<file path="src/logic/scan_irq_regs.svh">
// Constants for the scan sequencer interrupt, trigger and status block
`ifndef SCAN_IRQ_REGS_SVH
`define SCAN_IRQ_REGS_SVH
`define NUM_CHAN       16
`define CHAN_W         4
`define MAIN_FLAGS     4
`define BIT_DONE       0
`define BIT_OVERRUN    1
`define BIT_CLASH      2
`define BIT_SW_CLASH   3
`define SAMPLE_W       12
`define RESULT_W       16
`define ACCU_W         20
`define AVG_CNT_W      9
`define SWITCH_W       32
`define CODE_MIN       12'h000
`define CODE_MAX       12'hFFF
`define COND_BELOW     2'h0
`define COND_INSIDE    2'h1
`define COND_ABOVE     2'h2
`define COND_OUTSIDE   2'h3
`define CHAN_LAST      4'hF
`define ZERO_CHAN      4'h0
`endif

</file>
<file path="src/logic/scan_irq_pkg.sv">
// Types shared by the scan sequencer interrupt, trigger and status block
`include "scan_irq_regs.svh"
package scan_irq_pkg;
  // Main flag vector: done, overrun, clash, sw clash
  typedef logic [`MAIN_FLAGS-1:0] main_vec_t;
  typedef logic [`NUM_CHAN-1:0]   chan_vec_t;

  // One conversion or result event from the converter datapath
  typedef struct packed {
    logic                 valid;
    logic                 injected;
    logic [`CHAN_W-1:0]   chan;
    logic [`SAMPLE_W-1:0] code;
  } sample_evt_t;

  typedef struct packed {
    logic                 valid;
    logic                 injected;
    logic [`CHAN_W-1:0]   chan;
    logic [`RESULT_W-1:0] value;
  } result_evt_t;

  // Range window setup, thresholds in result format
  typedef struct packed {
    logic [1:0]           cond;
    logic [`RESULT_W-1:0] low;
    logic [`RESULT_W-1:0] high;
  } window_cfg_t;

  // Status view
  typedef struct packed {
    logic               busy;
    logic [`CHAN_W-1:0] active_channel_index;
    logic               neg_to_ref_switch_state;
  } sequencer_state_t;

  typedef struct packed {
    logic [`ACCU_W-1:0]    avg_accumulator_now;
    logic [`AVG_CNT_W-1:0] avg_samples_left;
  } averaging_progress_t;

  typedef enum logic [1:0] {
    SEQ_IDLE,
    SEQ_START,
    SEQ_BUSY
  } seq_state_t;
endpackage

</file>
<file path="src/logic/scan_irq_ctrl.sv">
// Interrupt, trigger and status logic of the converter scan sequencer
//
// Behaviour
// - Scan completion raises scan done flag
// - Main masked view is flags AND mask
// - Force write sets main flags directly
// - Writing one to flag bit clears it
// - Completion with done still set flags overrun
// - Busy trigger waits, never aborts scan
// - Non-continuous busy trigger sets clash flags
// - Range check on each finished result
// - Masked range flags drive interrupt output
// - Range force sets flags; reads show flags
// - Sixteen range flags plus injected one
// - Raw min/max code sets clip flag immediately
// - Masked clip flags drive interrupt output
// - Cause mirrors main masked plus two ORs
// - Sw request starts scan, cleared at completion
// - Disabling block clears sw request at once
// - Peripheral triggers also start scans
// - Continuous mode rescans, ignores other triggers
// - Idle trigger starts sampling next cycle
// - Status shows busy and active channel
// - Status shows live negative-reference switch
// - Averaging accumulator and down counter exposed
// - Mux switch state mirrors firmware switches
`timescale 1ns/1ps
`include "scan_irq_regs.svh"
module scan_irq_ctrl (
  input  wire logic                              mclk_i,
  input  wire logic                              rst_n_i,
  // Block enable and scan setup
  input  wire logic                              enable_i,
  input  wire logic                              continuous_i,
  input  wire logic                              sw_scan_request_wr_i,
  input  wire logic                              periph_trigger_i,
  // Converter datapath events
  input  wire logic                              start_ack_i,
  input  wire logic                              scan_complete_i,
  input  wire logic                              converting_i,
  input  wire logic [`CHAN_W-1:0]                chan_now_i,
  input  wire scan_irq_pkg::sample_evt_t         sample_i,
  input  wire scan_irq_pkg::result_evt_t         result_i,
  input  wire scan_irq_pkg::window_cfg_t         window_cfg_i,
  input  wire scan_irq_pkg::averaging_progress_t avg_i,
  input  wire logic                              neg_ref_sw_i,
  input  wire logic [`SWITCH_W-1:0]              fw_mux_switches_i,
  // Software flag controls: write-one clear and force pulses, level masks
  input  wire scan_irq_pkg::main_vec_t           main_irq_clear_i,
  input  wire scan_irq_pkg::main_vec_t           main_irq_force_i,
  input  wire scan_irq_pkg::main_vec_t           main_irq_mask_i,
  input  wire scan_irq_pkg::chan_vec_t           window_irq_clear_i,
  input  wire scan_irq_pkg::chan_vec_t           window_irq_force_i,
  input  wire scan_irq_pkg::chan_vec_t           window_irq_mask_i,
  input  wire scan_irq_pkg::chan_vec_t           clip_irq_clear_i,
  input  wire scan_irq_pkg::chan_vec_t           clip_irq_force_i,
  input  wire scan_irq_pkg::chan_vec_t           clip_irq_mask_i,
  input  wire logic                              inj_window_clear_i,
  input  wire logic                              inj_window_force_i,
  input  wire logic                              inj_clip_clear_i,
  input  wire logic                              inj_clip_force_i,
  // Scan start command and software-visible state
  output logic                                   start_sampling_o,
  output logic                                   sw_scan_request_o,
  output scan_irq_pkg::main_vec_t                main_irq_flags_o,
  output scan_irq_pkg::main_vec_t                main_irq_masked_o,
  output scan_irq_pkg::chan_vec_t                window_hit_flags_o,
  output scan_irq_pkg::chan_vec_t                window_irq_masked_o,
  output scan_irq_pkg::chan_vec_t                clip_flags_o,
  output scan_irq_pkg::chan_vec_t                clip_irq_masked_o,
  output logic                                   injected_window_hit_flag_o,
  output logic                                   injected_clip_flag_o,
  output logic [`MAIN_FLAGS+1:0]                 irq_source_summary_o,
  output logic                                   irq_o,
  output scan_irq_pkg::sequencer_state_t         sequencer_state_o,
  output scan_irq_pkg::averaging_progress_t      averaging_progress_o,
  output logic [`SWITCH_W-1:0]                   mux_switch_state_o
);
  import scan_irq_pkg::*;

  // Sequencer state
  seq_state_t state_q;     // Scan state
  seq_state_t state_d;
  logic       pend_q;      // Trigger queued behind a running scan
  logic       pend_d;
  logic       sw_req_q;    // Software scan request bit
  logic       sw_req_d;
  logic       start_q;     // Start command to converter
  logic       start_d;

  // Event pulses computed from the sequencer
  logic       trig_any;    // Any non-continuous trigger this cycle
  logic       done_evt;    // Scan finished this cycle
  main_vec_t  main_set;    // Hardware sets for main flags
  chan_vec_t  win_set;     // Hardware sets for range flags
  chan_vec_t  clip_set;    // Hardware sets for clip flags
  logic       inj_win_set;
  logic       inj_clip_set;
  logic       win_hit;     // Current result lies in the chosen window

  // Flag banks
  main_vec_t  main_flags;
  main_vec_t  main_masked;
  chan_vec_t  win_flags;
  chan_vec_t  win_masked;
  chan_vec_t  clip_flags;
  chan_vec_t  clip_masked;
  // Bit 0 injected range, bit 1 injected clip
  logic [1:0] inj_flags;

  // Status registers
  logic [`MAIN_FLAGS+1:0] cause_q;
  logic [`MAIN_FLAGS+1:0] cause_d;
  logic                   irq_q;
  logic                   irq_d;
  sequencer_state_t       stat_q;
  sequencer_state_t       stat_d;
  averaging_progress_t    avg_q;
  logic [`SWITCH_W-1:0]   mux_q;

  // Triggers that can queue or clash
  assign trig_any = periph_trigger_i | sw_scan_request_wr_i;
  // Completion counts only while busy
  assign done_evt = (state_q == SEQ_BUSY) & scan_complete_i;

  // Scan sequencer next state
  always_comb begin
    state_d  = state_q;
    pend_d   = pend_q;
    sw_req_d = sw_req_q | sw_scan_request_wr_i;
    start_d  = 1'b0;
    case (state_q)
      SEQ_IDLE: begin
        // Idle trigger starts on the next edge;
        // so does one queued at completion
        if (enable_i && (trig_any || continuous_i || pend_q)) begin
          state_d = SEQ_START;
          start_d = 1'b1;
          pend_d  = 1'b0;
        end
      end
      SEQ_START: begin
        // Hold start until the converter accepts it
        start_d = ~start_ack_i;
        if (start_ack_i) begin
          state_d = SEQ_BUSY;
        end
        // Queue is one deep
        if (trig_any && !continuous_i) begin
          pend_d = 1'b1;
        end
      end
      SEQ_BUSY: begin
        // A trigger here is queued, the scan runs on
        if (trig_any && !continuous_i) begin
          pend_d = 1'b1;
        end
        if (scan_complete_i) begin
          // A write at completion stays
          sw_req_d = sw_scan_request_wr_i;
          if (continuous_i || pend_q) begin
            // Queued or continuous scan starts straight away
            state_d = SEQ_START;
            start_d = 1'b1;
            pend_d  = 1'b0;
          end else begin
            state_d = SEQ_IDLE;
          end
        end
      end
      default: begin
        state_d = SEQ_IDLE;
      end
    endcase
    // Disable drops the request at once and parks the sequencer
    if (!enable_i) begin
      sw_req_d = 1'b0;
      // Nothing stays queued
      pend_d   = 1'b0;
      state_d  = SEQ_IDLE;
      start_d  = 1'b0;
    end
  end

  // Sequencer registers
  always_ff @(posedge mclk_i or negedge rst_n_i) begin
    if (!rst_n_i) begin
      state_q  <= SEQ_IDLE;
      pend_q   <= 1'b0;
      sw_req_q <= 1'b0;
      start_q  <= 1'b0;
    end else begin
      state_q  <= state_d;
      pend_q   <= pend_d;
      sw_req_q <= sw_req_d;
      start_q  <= start_d;
    end
  end

  // Window comparison on the finished, formatted result
  // Unsigned compare: offset signed thresholds
  always_comb begin
    case (window_cfg_i.cond)
      `COND_BELOW:  win_hit = result_i.value < window_cfg_i.low;
      `COND_INSIDE: win_hit = (result_i.value >= window_cfg_i.low) &&
                              (result_i.value <  window_cfg_i.high);
      `COND_ABOVE:  win_hit = result_i.value >= window_cfg_i.high;
      `COND_OUTSIDE: win_hit = (result_i.value < window_cfg_i.low) ||
                               (result_i.value >= window_cfg_i.high);
      default:      win_hit = 1'b0;
    endcase
  end

  // Hardware event sets for every flag bank
  always_comb begin
    main_set = '0;
    main_set[`BIT_DONE]    = done_evt;
    // Overrun when done flag still up; results get overwritten
    main_set[`BIT_OVERRUN] = done_evt & main_flags[`BIT_DONE];
    // Clash only for non-continuous triggers during a scan
    main_set[`BIT_CLASH]   = (state_q != SEQ_IDLE) & trig_any &
                             ~continuous_i & enable_i;
    // Firmware write also marks its own bit
    main_set[`BIT_SW_CLASH] = (state_q != SEQ_IDLE) &
                              sw_scan_request_wr_i &
                              ~continuous_i & enable_i;
    // Range per result, without waiting for scan end
    win_set = '0;
    win_set[result_i.chan] = result_i.valid & ~result_i.injected &
                             win_hit;
    inj_win_set = result_i.valid & result_i.injected & win_hit;
    // Clip checks the raw code before averaging
    clip_set = '0;
    clip_set[sample_i.chan] = sample_i.valid & ~sample_i.injected &
                              ((sample_i.code == `CODE_MIN) ||
                               (sample_i.code == `CODE_MAX));
    inj_clip_set = sample_i.valid & sample_i.injected &
                   ((sample_i.code == `CODE_MIN) ||
                    (sample_i.code == `CODE_MAX));
  end

  // Main flags: write-one clear, force, set beats clear
  // Long clear pulses clear every cycle
  sticky_flags #(.W(`MAIN_FLAGS)) u_main (
    .mclk_i   (mclk_i),
    .rst_n_i  (rst_n_i),
    .hw_set_i (main_set),
    .force_i  (main_irq_force_i),
    .clear_i  (main_irq_clear_i),
    .mask_i   (main_irq_mask_i),
    .flags_o  (main_flags),
    .masked_o (main_masked)
  );

  // Per-channel range flags
  sticky_flags #(.W(`NUM_CHAN)) u_window (
    .mclk_i   (mclk_i),
    .rst_n_i  (rst_n_i),
    .hw_set_i (win_set),
    .force_i  (window_irq_force_i),
    .clear_i  (window_irq_clear_i),
    .mask_i   (window_irq_mask_i),
    .flags_o  (win_flags),
    .masked_o (win_masked)
  );

  // Per-channel clip flags
  sticky_flags #(.W(`NUM_CHAN)) u_clip (
    .mclk_i   (mclk_i),
    .rst_n_i  (rst_n_i),
    .hw_set_i (clip_set),
    .force_i  (clip_irq_force_i),
    .clear_i  (clip_irq_clear_i),
    .mask_i   (clip_irq_mask_i),
    .flags_o  (clip_flags),
    .masked_o (clip_masked)
  );

  // Injected channel flags; they have no mask of their own
  sticky_flags #(.W(2)) u_inj (
    .mclk_i   (mclk_i),
    .rst_n_i  (rst_n_i),
    .hw_set_i ({inj_clip_set, inj_win_set}),
    .force_i  ({inj_clip_force_i, inj_window_force_i}),
    .clear_i  ({inj_clip_clear_i, inj_window_clear_i}),
    .mask_i   (2'h0),
    .flags_o  (inj_flags),
    .masked_o ()
  );

  // Cause summary and interrupt line from the registered masked views
  // Injected flags stay out of both
  always_comb begin
    cause_d = {|clip_masked, |win_masked, main_masked};
    irq_d   = (|main_masked) | (|win_masked) | (|clip_masked);
  end

  // Status capture; busy covers sampling and converting
  // Status lags one cycle; firmware polls
  always_comb begin
    stat_d.busy = (state_q != SEQ_IDLE) | converting_i;
    stat_d.active_channel_index    = chan_now_i;
    stat_d.neg_to_ref_switch_state = neg_ref_sw_i;
  end

  // Status and summary registers; one cycle behind their sources
  always_ff @(posedge mclk_i or negedge rst_n_i) begin
    if (!rst_n_i) begin
      cause_q <= '0;
      irq_q   <= 1'b0;
      stat_q  <= '0;
      avg_q   <= '0;
      mux_q   <= '0;
    end else begin
      cause_q <= cause_d;
      irq_q   <= irq_d;
      stat_q  <= stat_d;
      avg_q   <= avg_i;
      mux_q   <= fw_mux_switches_i;
    end
  end

  // Outputs: flops only, so the line never
  // glitches into the interrupt controller
  assign start_sampling_o           = start_q;
  assign sw_scan_request_o          = sw_req_q;
  assign main_irq_flags_o           = main_flags;
  assign main_irq_masked_o          = main_masked;
  assign window_hit_flags_o         = win_flags;
  assign window_irq_masked_o        = win_masked;
  assign clip_flags_o               = clip_flags;
  assign clip_irq_masked_o          = clip_masked;
  assign injected_window_hit_flag_o = inj_flags[0];
  assign injected_clip_flag_o       = inj_flags[1];
  assign irq_source_summary_o       = cause_q;
  assign irq_o                      = irq_q;
  assign sequencer_state_o          = stat_q;
  assign averaging_progress_o       = avg_q;
  assign mux_switch_state_o         = mux_q;
endmodule

</file>
<file path="src/logic/sticky_flags.sv">
// Sticky flag vector with hardware set, force and write-one clear
`timescale 1ns/1ps
module sticky_flags #(
  parameter int W = 16
) (
  input  wire logic         mclk_i,
  input  wire logic         rst_n_i,
  input  wire logic [W-1:0] hw_set_i,
  input  wire logic [W-1:0] force_i,
  input  wire logic [W-1:0] clear_i,
  input  wire logic [W-1:0] mask_i,
  output logic      [W-1:0] flags_o,
  output logic      [W-1:0] masked_o
);
  logic [W-1:0] flags_q;   // Held flags
  logic [W-1:0] flags_d;   // Next flags
  logic [W-1:0] masked_q;  // Registered masked view

  // Set beats clear so an event in the clear cycle is not lost
  always_comb begin
    flags_d = (flags_q & ~clear_i) | hw_set_i | force_i;
  end

  // Masked view is registered so top outputs come from flops
  always_ff @(posedge mclk_i or negedge rst_n_i) begin
    if (!rst_n_i) begin
      flags_q  <= '0;
      masked_q <= '0;
    end else begin
      flags_q  <= flags_d;
      masked_q <= flags_d & mask_i;
    end
  end

  assign flags_o  = flags_q;
  assign masked_o = masked_q;
endmodule

</file>
<file path="config.mk">
export PLATFORM = sky130hd
export DESIGN_NAME = scan_irq_ctrl
export DESIGN_NICKNAME = d
export VERILOG_FILES = /design/src/logic/scan_irq_pkg.sv /design/src/logic/scan_irq_ctrl.sv /design/src/logic/sticky_flags.sv
export VERILOG_INCLUDE_DIRS = /design/src /design/src/logic
export SDC_FILE = /design/constraint.sdc
export NUM_CORES = 1
export LEC_CHECK = 0
export BUFFER_PORTS_ARGS = -buffer_cell sky130_fd_sc_hd__buf_4
export CAP_MARGIN = 25
export CELL_PAD_IN_SITES_DETAIL_PLACEMENT = 0
export CELL_PAD_IN_SITES_GLOBAL_PLACEMENT = 2
export CORE_ASPECT_RATIO = 0.5
export CORE_UTILIZATION = 24
export CTS_CLUSTER_SIZE = 40
export DETAILED_ROUTE_END_ITERATION = 10
export PLACE_DENSITY = 0.85
export SETUP_SLACK_MARGIN = 0.4
export SLEW_MARGIN = 25
export SYNTH_ARGS = -nofsm -noshare
export SYNTH_HDL_FRONTEND = slang
export SYNTH_SLANG_ARGS = --single-unit
</file>
<file path="constraint.sdc">
create_clock -name mclk_i -period 1.8 [get_ports mclk_i]
set_input_delay 0.54 -clock mclk_i [delete_from_list [all_inputs] [get_ports mclk_i]]
set_output_delay 0.54 -clock mclk_i [all_outputs]
set_load 0.05 [all_outputs]
</file>
==> Word level (Yosys, flattened, before mapping) <==
Cells that the tools add are included.
{ "word_totals": {"regBits": 153, "inputBits": 261} }
{ "classes": {"magnitude_cmp": 8, "n_eq_ne": 10, "mux": 25, "bitwise_logic": 46, "n_reduce_logical": 20} }
{ "ops": {"columns": ["op", "count"], "rows": [
  ["16-bit bitwise AND", 6],
  ["16-bit bitwise OR", 4],
  ["16-bit >= comparator", 2],
  ["16-bit less-than comparator", 2],
  ["16-bit NOT", 2],
  ["16-bit OR reduction", 2],
  ["1-bit bitwise AND", 16],
  ["1-bit 2-to-1 mux", 15],
  ["12-bit == test (second input constant)", 1],
  ["12-bit zero test", 1],
  ["4-bit by 5-bit less-than comparator with 1-bit output (second input constant)", 2],
  ["3-bit != test (second input constant)", 3],
  ["4-bit bitwise AND", 2],
  ["1-bit demux with 4-bit select", 2],
  ["4-bit by 1-bit >= comparator with 1-bit output (second input constant)", 2],
  ["2-bit 2-to-1 mux", 4],
  ["4-bit bitwise OR", 2],
  ["2-bit == test (second input constant)", 3],
  ["1-bit case mux with 3 select lines", 2],
  ["2-bit case mux with 3 select lines", 1],
  ["1-bit logical AND", 5],
  ["1-bit logical OR", 5],
  ["1-bit bitwise OR", 5],
  ["2-bit by 1-bit == test with 1-bit output (second input constant)", 2],
  ["other kinds (13)", 18]
]} }

==> Depth between registers and ports, before layout <==
Gate-level depths: netlist of the first run.
{ "depth": {"ltp_word": 8, "mapped_depth": 9, "mapped_depth_nobuf": 9} }

==> Hierarchy <==
A second synthesis of the first run with hierarchy kept.
{ "hier_totals": {"hier_cells": 545, "hier_area_um2": 6716.4} }
{ "by_module_without_submodules": {"columns": ["mod", "n_inst", "cells_per_inst", "area_per_inst_um2", "seq_area_each_um2"], "rows": [
  ["scan_irq_ctrl", 1, 317, 3578.4, 1976.9],
  ["sticky_flags at u_clip ...", 2, 96, 1321.3, 800.8],
  ["sticky_flags at u_main", 1, 24, 330.3, 200.2],
  ["sticky_flags at u_inj", 1, 12, 165.2, 100.1]
]} }

==> Worst setup path after synthesis of the first run <==
Ideal clock, no wire load.
{ "synth_path": {"kind": "input to register", "startpoint": "input port window_cfg_i[17] (netlist bit)", "endpoint": "register u_window.masked_q[10], in the netlist u_window.masked_o[10]", "t_arrival_ps": 2399, "required_ps": 1665, "path_slack_ps": -734, "cell_stages": 9, "cell_sequence": "inv_1 -> ha_1 -> nor2b_4 -> o211ai_2 -> a2111oi_1 -> or4_4 -> o211a_4 -> o211ai_4 -> o22ai_1"} }
{ "synth_between": {"elab_chain_cells": 8, "elab_cells_between_ends": 10} }
{ "synth_rtl": {"columns": ["item", "line_no", "source"], "rows": [
  ["from (decl)", "scan_irq_ctrl.sv:44", "input wire scan_irq_pkg::window_cfg_t window_cfg_i,"],
  ["16-bit less-than comparator / 16-bit >= comparator (equally long branches)", "scan_irq_ctrl.sv:204, scan_irq_ctrl.sv:208, scan_irq_ctrl.sv:205", null],
  ["1-bit logical OR / 1-bit logical AND (equally long branches)", "scan_irq_ctrl.sv:208, scan_irq_ctrl.sv:205", null],
  ["1-bit case mux with 4 select lines (*)", "scan_irq_ctrl.sv:203", "case (window_cfg_i.cond)"],
  ["1-bit bitwise AND (*)", "scan_irq_ctrl.sv:229", "win_set[result_i.chan] = result_i.valid & ~result_i.injected &"],
  ["16-bit bitwise AND (no source line) (*)", null, null],
  ["16-bit bitwise OR (*) (2 in series)", "sticky_flags.sv:21", "flags_d = (flags_q & ~clear_i) | hw_set_i | force_i;"],
  ["16-bit bitwise AND (*)", "sticky_flags.sv:31", "masked_q <= flags_d & mask_i;"],
  ["to (signal assigned)", "sticky_flags.sv:31", null],
  ["to (decl)", "sticky_flags.sv:17", "logic [W-1:0] masked_q;"]
]} }
Mark *: on every way between the ends. The rest lies on a longest branch, timed or not.
A chain may end at the register's enable or synchronous reset.

==> Worst setup path after layout of the first run <==
{ "layout_path": {"startpoint": "input port result_i[8] (netlist bit)", "endpoint": "register u_window.flags_q[15], in the netlist u_window.flags_o[15]"} }
{ "layout_between": {"elab_chain_cells": 7, "elab_cells_between_ends": 11} }
{ "layout_rtl": {"columns": ["item", "line_no", "source"], "rows": [
  ["from (decl)", "scan_irq_ctrl.sv:43", "input wire scan_irq_pkg::result_evt_t result_i,"],
  ["16-bit less-than comparator, or another cell as far along", "scan_irq_ctrl.sv:204, scan_irq_ctrl.sv:208", null],
  ["1-bit logical OR / 1-bit logical AND (equally long branches)", "scan_irq_ctrl.sv:208, scan_irq_ctrl.sv:205", null],
  ["1-bit case mux with 4 select lines (*)", "scan_irq_ctrl.sv:203", null],
  ["1-bit bitwise AND (*)", "scan_irq_ctrl.sv:229", null],
  ["16-bit bitwise AND (no source line) (*)", null, null],
  ["16-bit bitwise OR (*) (2 in series)", "sticky_flags.sv:21", null],
  ["via u_window.flags_d[15]", "sticky_flags.sv:16", "logic [W-1:0] flags_d;"],
  ["to (signal assigned)", "sticky_flags.sv:30", "flags_q <= flags_d;"],
  ["to (decl)", "sticky_flags.sv:15", "logic [W-1:0] flags_q;"]
]} }
Mark *: on every way through the listed nets, which the timed path passes. The rest lies on a longest branch.

==> results.yml, run 1 <==
yosys:
  ys_ff_latch: 153
  synth_top_area_share_pct: 61.3
  syn_inst: 529
  syn_nets: 827
  synth_largest_area_cell: "dfrtp_1"
  synth_flop_cell: "dfrtp_1"
  async_flop_share_pct: 100
  synth_area_sq_mm: 0.00624
  synth_common_cells: "dfrtp_1 (153), inv_1 (94), a21oi_1 (38)"
  synth_area_leaders: "dfrtp_1 (61%), ha_1 (7.4%), inv_1 (5.7%), a21oi_1 (3.0%), and2_1 (2.3%)"
  synth_area_per_cell_sq_um: 11.8
  seq_area_frac_synth_pct: 61.3
  synth_edf_count: 0
  yosysMostFrequentCell: "dfrtp_1"
  synth_cell_type_count: 43
  ys.warnings.count: 0
cells_and_area:
  nNetsFinal: 1343
  final_area_sq_mm: 0.0124
  layout-drive-gt1-share_pct: 60.9
  areaGrowthSynthToFinish_pct: 98.4
  n_antenna_cell: 0
power_and_ir_drop:
  p_leak_nw: 6.02
  clockPowerShare_pct: 33.8
  totalPowerFinal_w: 0.0106
  switching_share_pct: 33.2
  comb_power_share_pct: 29.5
  net-switching-power_w: 0.00351
  p_int_w: 0.00708
  p_seq_share_pct: 36.7
  peakVddDrop_mv: 0.528
  power_density_mw_per_mm2: 855
run:
  drv_cap: 0
clocking:
  cts_tree: "built"
  path_clk_slew_ns: 0.07
  ctsHoldBuffers: 0
  cts_buffers: 17
  cts_buffer_depth: 2
  root_buffer: "clkbuf_16"
  clk_latency_ns: 0.43
  h-tree-depth: 4
  tritoncts_num_sinks: 153
run_status:
  status: "finished, violations left"
  violations: "negative setup slack"
worst_setup_path:
  endpoint_kind: "flip-flop"
  worstPathArrival_ns: 2.54
  startpoint_type: "primary input"
  crit_required_ns: 2.09
  path_max_fanout: 8
  criticalPathCategory: "primary input to flip-flop"
timing:
  setup_viol: 33
  fin_skew_ns: 0.0134
  rsz0062_at_grt: "true"
  fin_crit_sh_pct: 125
  fin_ws_ns: -0.446
  hold_slack_ns: 0.0205
  tightestPinTransition_ns: 0.426
  relSlewSlack_pct: 71.6
  slew_violations: 0
  max_freq_ghz: 0.445
  finalHoldViolCount: 0
  fin_crit_ns: 2.25
global_route:
  antenna_found_initial: 0
  grt-ovfl-total: 0
  grt_max_degree: 43
  grt_pass1_wl_microns: 36500
  grt_pass1_vias: 6426
  grt_use_total_pct: 18.2
placed_design:
  place_area_sq_mm: 0.0102
  dp_slack_ns: -1.00
  io_buffers: 410
  gp_congestion: 0.890
  dp_hpwl_microns: 20500
route:
  dr.first_iter.drc_count: 250
  vias: 6028
  final_antenna_net_count: 0
  drc: 0
  via_per_inst: 4.30
  detail_route.wl_per_cell_microns: 18.2
  drt_wl_total_microns: 25500
  dr.pass1.iters: 4
floorplan:
  die_w_microns: 230
  ios: 411
  die_area_sq_mm: 0.0267
  die_h_microns: 116
  core-area_sq_mm: 0.0254
  start_util_pct: 24.6
  num_rows: 41
hold_path:
  min_path_type: "primary input to async pin"
sequential cells by signal, indices dropped and copies added, names as in the netlist, 6 cells and up:
name,cells
mux_switch_state_o,32
averaging_progress_o,29
u_clip.flags_o,16
u_clip.masked_o,16
u_window.flags_o,16
u_window.masked_o,16
irq_source_summary_o,6
sequencer_state_o,6
critical path: stages:
cell,delay [ns]
buf_4,0.12
ha_4,0.23
nand4_1,0.21
a211oi_2,0.07
or4_4,0.59
o211a_4,0.33
o211ai_4,0.22
buf_12,0.16
o21ai_1,0.06
area by class of cell:
cell class / instances / area (sq um)
timing repair buffer: 503 / 4560
inverter: 94 / 370
tap: 344 / 430
clock buffer: 17 / 425
multi-input combinational: 276 / 2610
clock inverter: 15 / 156
fill: 2275 / 13000
sequential: 153 / 3830
final timing paths:
kind	startpoint	end	slack, ns	depth (start not counted)
max in group asynchronous	rst_n_i	u_clip.masked_o[3]$_DFF_PN0_	1.17	2
hold reg to reg	u_main.masked_o[0]$_DFF_PN0_	irq_source_summary_o[0]$_DFF_PN0_	0.46	0
hold / removal	rst_n_i	u_clip.flags_o[14]$_DFF_PN0_	0.02	1
min in group mclk_i	fw_mux_switches_i[16]	mux_switch_state_o[16]$_DFF_PN0_	0.21	1
setup / recovery	result_i[8]	u_window.flags_o[15]$_DFF_PN0_	-0.45	9
setup reg to reg	u_window.masked_o[5]$_DFF_PN0_	irq_o$_DFF_PN0_	0.26	5
power by group through the flow:
stage	Clock [W]	Sequential, W	Combinational, W
final	0.00358	0.00388	0.00313
after global routing	0.00380	0.00390	0.00332
after CTS	0.00367	0.00388	0.00297
after detailed placement	0	0.00391	0.00257
after global placement	0	0.00390	0.00254
after floorplan	0	0.00464	0.000608
metal layers:
metal / GRT usage [%] / vias to the layer above / wire (microns)
li1: - / 2860 / -
met4: 5.83 / 0 / 520
met1: 21.4 / 3002 / 10100
met3: 3.13 / 30 / 837
met2: 34.1 / 136 / 14100
met5: 0 / - / 0
cell usage in the layout (no fill, tap or decap), drive strengths merged:
cell      count
a211oi        3
o31ai         1
o21bai        2
clkinvlp      2
o211ai        9
nor3          4
nand4        12
o22ai        18
inv         103
a21oi        38
o2111ai       2
o21a          1
nor2         11
nor2b         9
buf         503
o211a         1
clkbuf       17
nand2b        4
a211o         2
or2           1
and4          1
or4           1
or3           1
and2         23
nor4b         2
and3          2
a221o        14
nand3         7
a2111oi       1
nor3b         4
clkinv        3
nand2        22
bufinv        1
mux2i         2
nor4         14
dfrtp       153
o21ai        24
a21o          3
ha           37
metrics by stage:
| stage | util (%) | instances | TNS [ns] |
|---|---|---|---|
| 3_3_place_gp | 40.0 | 1310 | -36.10 |
| 4_1_cts | 46.8 | 1374 | -12.54 |
| 5_1_grt | 48.8 | 1402 | -15.62 |
| 3_5_place_dp | 40.0 | 1310 | -37.12 |
| 2_1_floorplan | - | 529 | -19.77 |
| 6_report | 48.8 | 1402 | -14.00 |
logic make-up (layout without fill, tap and decap cells):
| group | count (synthesis) | count (layout) | share of synthesized area, % |
|---|---|---|---|
| flops | 153 | 153 | 61.3 |
| compound gates | 119 | 119 | 14.0 |
| simple gates | 118 | 118 | 10.7 |
| buf+inv | 100 | 629 | 6.25 |
| fa+ha+maj | 37 | 37 | 7.41 |
| mux | 2 | 2 | 0.321 |
repair_timing:
action	in CTS	in global routing
pin swaps	40	35
setup buffers	32	28
endpoints found under the setup margin	225	223
gates resized for setup	216	59
(Power assumes the default switching activity.)
==> run 2: changes to the inputs <==
==> constraint.sdc (replaced) <==
create_clock -name mclk_i -period 1.8 [get_ports mclk_i]
set_input_delay 0.54 -clock mclk_i [delete_from_list [all_inputs] [get_ports mclk_i]]
set_output_delay 0.54 -clock mclk_i [all_outputs]
set_load 0.02 [all_outputs]
==> results.yml, run 2 (same netlist as run 1, synthesis figures left out) <==
run_status:
  status: "finished, violations left"
  violations: "negative setup slack"
timing:
  finalHoldViolCount: 0
  rsz0062_at_grt: "true"
  fin_ws_ns: -0.449
  hold_slack_ns: 0.0225
  max_freq_ghz: 0.445
  relSlewSlack_pct: 71.2
  fin_crit_ns: 2.25
  slew_violations: 0
  tightestPinTransition_ns: 0.432
  fin_skew_ns: 0.0144
  setup_viol: 33
  fin_crit_sh_pct: 125
route:
  detail_route.wl_per_cell_microns: 18.2
  via_per_inst: 4.31
  dr.pass1.iters: 4
  vias: 6047
  dr.first_iter.drc_count: 318
  final_antenna_net_count: 0
  drc: 0
  drt_wl_total_microns: 25500
cells_and_area:
  layout-drive-gt1-share_pct: 60.8
  layout_common_cells: "buf_4 (320), buf_6 (171), dfrtp_1 (151)"
  final_common_cell: "buf_4"
  largest_reg_flops: 32
  multi_input_area_sq_mm: 0.00261
  final_cell_count_no_fill: 1403
  regArea_sq_mm: 0.00383
  n_antenna_cell: 0
  areaGrowthSynthToFinish_pct: 98.4
  final_area_sq_mm: 0.0124
  n_fill_cell: 2273
  nNetsFinal: 1344
worst_setup_path:
  cp_top_family: "simple AND/OR/NAND/NOR gates"
  crit_slowest_cell: "or4_4"
  worstPathArrival_ns: 2.54
  critPathBufInv: 2
  crit_chain: "buf_4 > ha_4 > nand4_1 > a211oi_2 > or4_4 > o211a_4 > o211ai_4 > buf_12 > o21ai_1"
  criticalPathCategory: "primary input to flip-flop"
  endpoint_kind: "flip-flop"
  crit_cells: 9
  critPathMaxStageDelay_ns: 0.59
  startpoint_type: "primary input"
  path_max_fanout: 8
  reg2reg_depth: 5
  crit_required_ns: 2.09
clocking:
  clk_latency_ns: 0.43
  cts_tree: "built"
  cts_buffer_depth: 2
  tritoncts_num_sinks: 153
  path_clk_slew_ns: 0.07
  cts_buffers: 17
  root_buffer: "clkbuf_16"
  h-tree-depth: 4
placed_design:
  dp_hpwl_microns: 20500
  gp_congestion: 0.890
  io_buffers: 410
  place_inst: 1310
  place_area_sq_mm: 0.0102
power_and_ir_drop:
  clockPowerShare_pct: 35.7
  totalPowerFinal_w: 0.0100
  power_density_mw_per_mm2: 811
  peakVddDrop_mv: 0.526
  net-switching-power_w: 0.00298
  comb_power_share_pct: 25.7
  p_leak_nw: 6.02
  switching_share_pct: 29.7
  p_seq_share_pct: 38.6
  p_int_w: 0.00707
floorplan:
  die_h_microns: 116
  num_rows: 41
  core-area_sq_mm: 0.0254
  ios: 411
  die_area_sq_mm: 0.0267
  die_w_microns: 230
  start_util_pct: 24.6
hold_path:
  min_path_type: "primary input to async pin"
global_route:
  grt_pass1_vias: 6422
  antenna_found_initial: 0
  grt-ovfl-total: 0
  grt_use_total_pct: 18.2
  grt_pass1_wl_microns: 36500
  grt_max_degree: 43
run:
  drv_cap: 0
-- run 2: cell count changes in the layout (fill, tap and decap cells not counted) --
cell	before	now
dfrtp_2	3	2
buf_4	319	320
dfrtp_1	150	151
buf_6	169	171
buf_8	7	5
-- run 2: stage by stage --
stage | setup WS [ns] | utilization (%) | setup TNS (ns)
after floorplan | -0.632 | - | -19.77
after global placement | -0.927 | 40.0 | -36.10
after detailed placement | -1.00 | 40.0 | -37.12
after CTS | -0.405 | 46.8 | -12.54
after global routing | -0.506 | 48.8 | -15.59
final | -0.449 | 48.8 | -14.06
-- run 2: final cells by class --
| cell class | instances | share of cell area, % |
|---|---|---|
| Multi-Input combinational cell | 276 | 21.1 |
| Inverter | 94 | 2.99 |
| Sequential cell | 153 | 30.9 |
| Timing Repair Buffer | 504 | 36.8 |
| Clock inverter | 15 | 1.26 |
| Tap cell | 344 | 3.47 |
| Clock buffer | 17 | 3.43 |
-- run 2: worst reg2reg max path, cell delays in order, from the launching register on --
cell and delay [ns]:
dfrtp_1 0.39, buf_4 0.14, nor4_1 0.32, nand4_1 0.25, nor2_1 0.20, nand2_1 0.12
-- run 2: routing by layer --
| metal | track usage, % | vias up | share of wire (%) |
|---|---|---|---|
| li1 | - | 2863 | - |
| met1 | 21.4 | 3002 | 39 |
| met2 | 34.1 | 148 | 55 |
| met3 | 3.13 | 34 | 3.5 |
| met4 | 5.83 | 0 | 2.3 |
| met5 | 0 | - | 0 |
-- run 2: path summary, 6_finish.rpt --
| kind | startpoint | endpoint | slack [ns] |
|---|---|---|---|
| worst max-delay path | result_i[8] | u_window.flags_o[15]$_DFF_PN0_ | -0.45 |
| worst min-delay path | rst_n_i | u_clip.flags_o[14]$_DFF_PN0_ | 0.02 |
| worst max register to register | u_window.masked_o[5]$_DFF_PN0_ | irq_o$_DFF_PN0_ | 0.24 |
| worst min register to register | u_main.masked_o[0]$_DFF_PN0_ | irq_source_summary_o[0]$_DFF_PN0_ | 0.45 |
| max in group asynchronous | rst_n_i | u_clip.flags_o[6]$_DFF_PN0_ | 1.18 |
| min in group mclk_i | fw_mux_switches_i[16] | mux_switch_state_o[16]$_DFF_PN0_ | 0.21 |
-- run 2: power groups by stage --
| stage | Clock [W] | Sequential (W) | Combinational, W |
|---|---|---|---|
| global route | 0.00380 | 0.00390 | 0.00277 |
| CTS | 0.00367 | 0.00387 | 0.00242 |
| global placement | 0 | 0.00390 | 0.00200 |
| finish | 0.00359 | 0.00388 | 0.00258 |
| floorplan | 0 | 0.00414 | 0.000589 |
| detailed placement | 0 | 0.00391 | 0.00203 |
-- run 2: what timing repair did --
item	CTS	global route
pin swaps	40	35
hold buffers	0	0
buffers inserted	33	28
gates resized for setup	214	58
endpoints found under the setup margin	225	223
==> run 3: changes to the inputs <==
--- a/config.mk
+++ b/config.mk
@@ -11,6 +11,7 @@
 export CELL_PAD_IN_SITES_DETAIL_PLACEMENT = 0
 export CELL_PAD_IN_SITES_GLOBAL_PLACEMENT = 2
 export CORE_ASPECT_RATIO = 0.5
+export CORE_MARGIN = 2
 export CORE_UTILIZATION = 24
 export CTS_CLUSTER_SIZE = 40
 export DETAILED_ROUTE_END_ITERATION = 10
==> results.yml, run 3 (same netlist as run 1, synthesis figures left out) <==
worst_setup_path:
  reg2reg_to: "irq_o$_DFF_PN0_"
  endpoint_kind: "flip-flop"
  crit_required_ns: 2.10
  startpoint_type: "primary input"
  worstPathArrival_ns: 2.55
  critPathLaunch: "window_cfg_i[29]"
  path_max_fanout: 6
  worstReg2RegStart: "u_clip.masked_o[1]$_DFF_PN0_"
  criticalPathCategory: "primary input to flip-flop"
  rrSetupSlack_ns: 0.29
  reg2reg_depth: 6
power_and_ir_drop:
  power_density_mw_per_mm2: 831
  p_leak_nw: 6.02
  totalPowerFinal_w: 0.0103
  peakVddDrop_mv: 0.485
global_route:
  grt-ovfl-total: 0
  grt_use_total_pct: 18.5
  antenna_found_initial: 0
  grt_max_degree: 45
  grt_pass1_vias: 6484
  grt_pass1_wl_microns: 38000
timing:
  slew_violations: 0
  setup_viol: 33
  fin_skew_ns: 0.00751
  finalHoldViolCount: 0
  max_freq_ghz: 0.444
  tightestPinTransition_ns: 0.444
  fin_crit_sh_pct: 125
  hold_slack_ns: 0.0341
  fin_ws_ns: -0.451
  rsz0062_at_grt: "true"
  relSlewSlack_pct: 70.4
  fin_crit_ns: 2.25
cells_and_area:
  areaGrowthSynthToFinish_pct: 98.2
  layout-drive-gt1-share_pct: 60.1
  n_antenna_cell: 0
  largest_reg_flops: 32
  post-route-util_pct: 48.8
  final_common_cell: "buf_4"
  final_area_sq_mm: 0.0124
  layout_common_cells: "buf_4 (320), buf_6 (171), dfrtp_1 (150)"
  nNetsFinal: 1340
route:
  drc: 0
  detail_route.wl_per_cell_microns: 18.3
  vias: 6024
  final_antenna_net_count: 0
  wl_met2_microns: 14300
  dr.pass1.iters: 4
  wl_met1_microns: 9900
  via_per_inst: 4.31
  dr.max_layer_used: "met4"
  dr_wl_met3_microns: 927
  dr.first_iter.drc_count: 287
  drt_wl_total_microns: 25600
floorplan:
  die_h_microns: 118
  start_util_pct: 24.6
  die_w_microns: 232
  num_rows: 41
  ios: 411
  die_area_sq_mm: 0.0274
  core-area_sq_mm: 0.0254
placed_design:
  io_buffers: 410
  place_area_sq_mm: 0.0102
  dp_hpwl_microns: 20300
  gp_congestion: 0.905
run:
  drv_cap: 0
run_status:
  status: "finished, violations left"
  violations: "negative setup slack"
hold_path:
  min_path_type: "primary input to async pin"
clocking:
  clk_latency_ns: 0.42
  h-tree-depth: 4
  ctsHoldBuffers: 0
  tritoncts_num_sinks: 153
  cts_tree: "built"
  path_clk_slew_ns: 0.06
  cts_buffers: 17
  cts_buffer_depth: 2
  root_buffer: "clkbuf_16"
-- run 3: routing by layer --
layer | global-route usage (%) | vias up
li1 | - | 2848
met1 | 21.1 | 3002
met2 | 34.9 | 143
met3 | 3.29 | 31
met4 | 6.09 | 0
met5 | 0 | -
-- run 3: power breakdown --
part           internal [W]  total (W)  switching (W)  leakage, nW
registers           0.00369    0.00389       0.000199         1.77
logic               0.00146    0.00266        0.00120         3.95
clock network       0.00224    0.00373        0.00149        0.296
-- run 3: final cells by class --
type / instances / area [sq um]
Fill cell: 2311 / 13000
Timing Repair Buffer: 500 / 4500
Inverter: 94 / 378
Multi-Input combinational cell: 276 / 2630
Clock buffer: 19 / 443
Clock inverter: 13 / 166
Tap cell: 344 / 430
Sequential cell: 153 / 3830
-- run 3: repair_timing --
action / CTS / global route
resized for setup: 203 / 67
pin swaps: 45 / 48
endpoints found under the setup margin: 226 / 224
setup buffers: 34 / 21
gates cloned: 0 / 0
-- run 3: how the worst max path moves through the flow --
| stage | slack, ns | to |
|---|---|---|
| final | -0.45 | u_window.masked_o[1]$_DFF_PN0_ |
| after global routing | -0.52 | u_window.flags_o[13]$_DFF_PN0_ |
| after CTS | -0.49 | u_window.masked_o[14]$_DFF_PN0_ |
| after detailed placement | -0.97 | u_window.masked_o[7]$_DFF_PN0_ |
| after global placement | -0.93 | u_window.masked_o[10]$_DFF_PN0_ |
| after floorplan | -0.63 | u_window.masked_o[10]$_DFF_PN0_ |
-- run 3: critical path: stages --
cell	delay [ns]
buf_4	0.12
inv_4	0.05
ha_4	0.20
nand4_1	0.23
o21bai_1	0.10
or4_4	0.53
o211a_4	0.31
o211ai_4	0.25
buf_12	0.16
o22ai_2	0.05
-- run 3: through the flow --
step / setup TNS (ns) / instances / worst slack (ns)
finish: -13.89 / 1399 / -0.451
global route: -16.50 / 1399 / -0.524
CTS: -14.26 / 1378 / -0.491
detailed placement: -37.65 / 1312 / -0.967
global placement: -36.07 / 1312 / -0.925
floorplan: -19.77 / 529 / -0.632
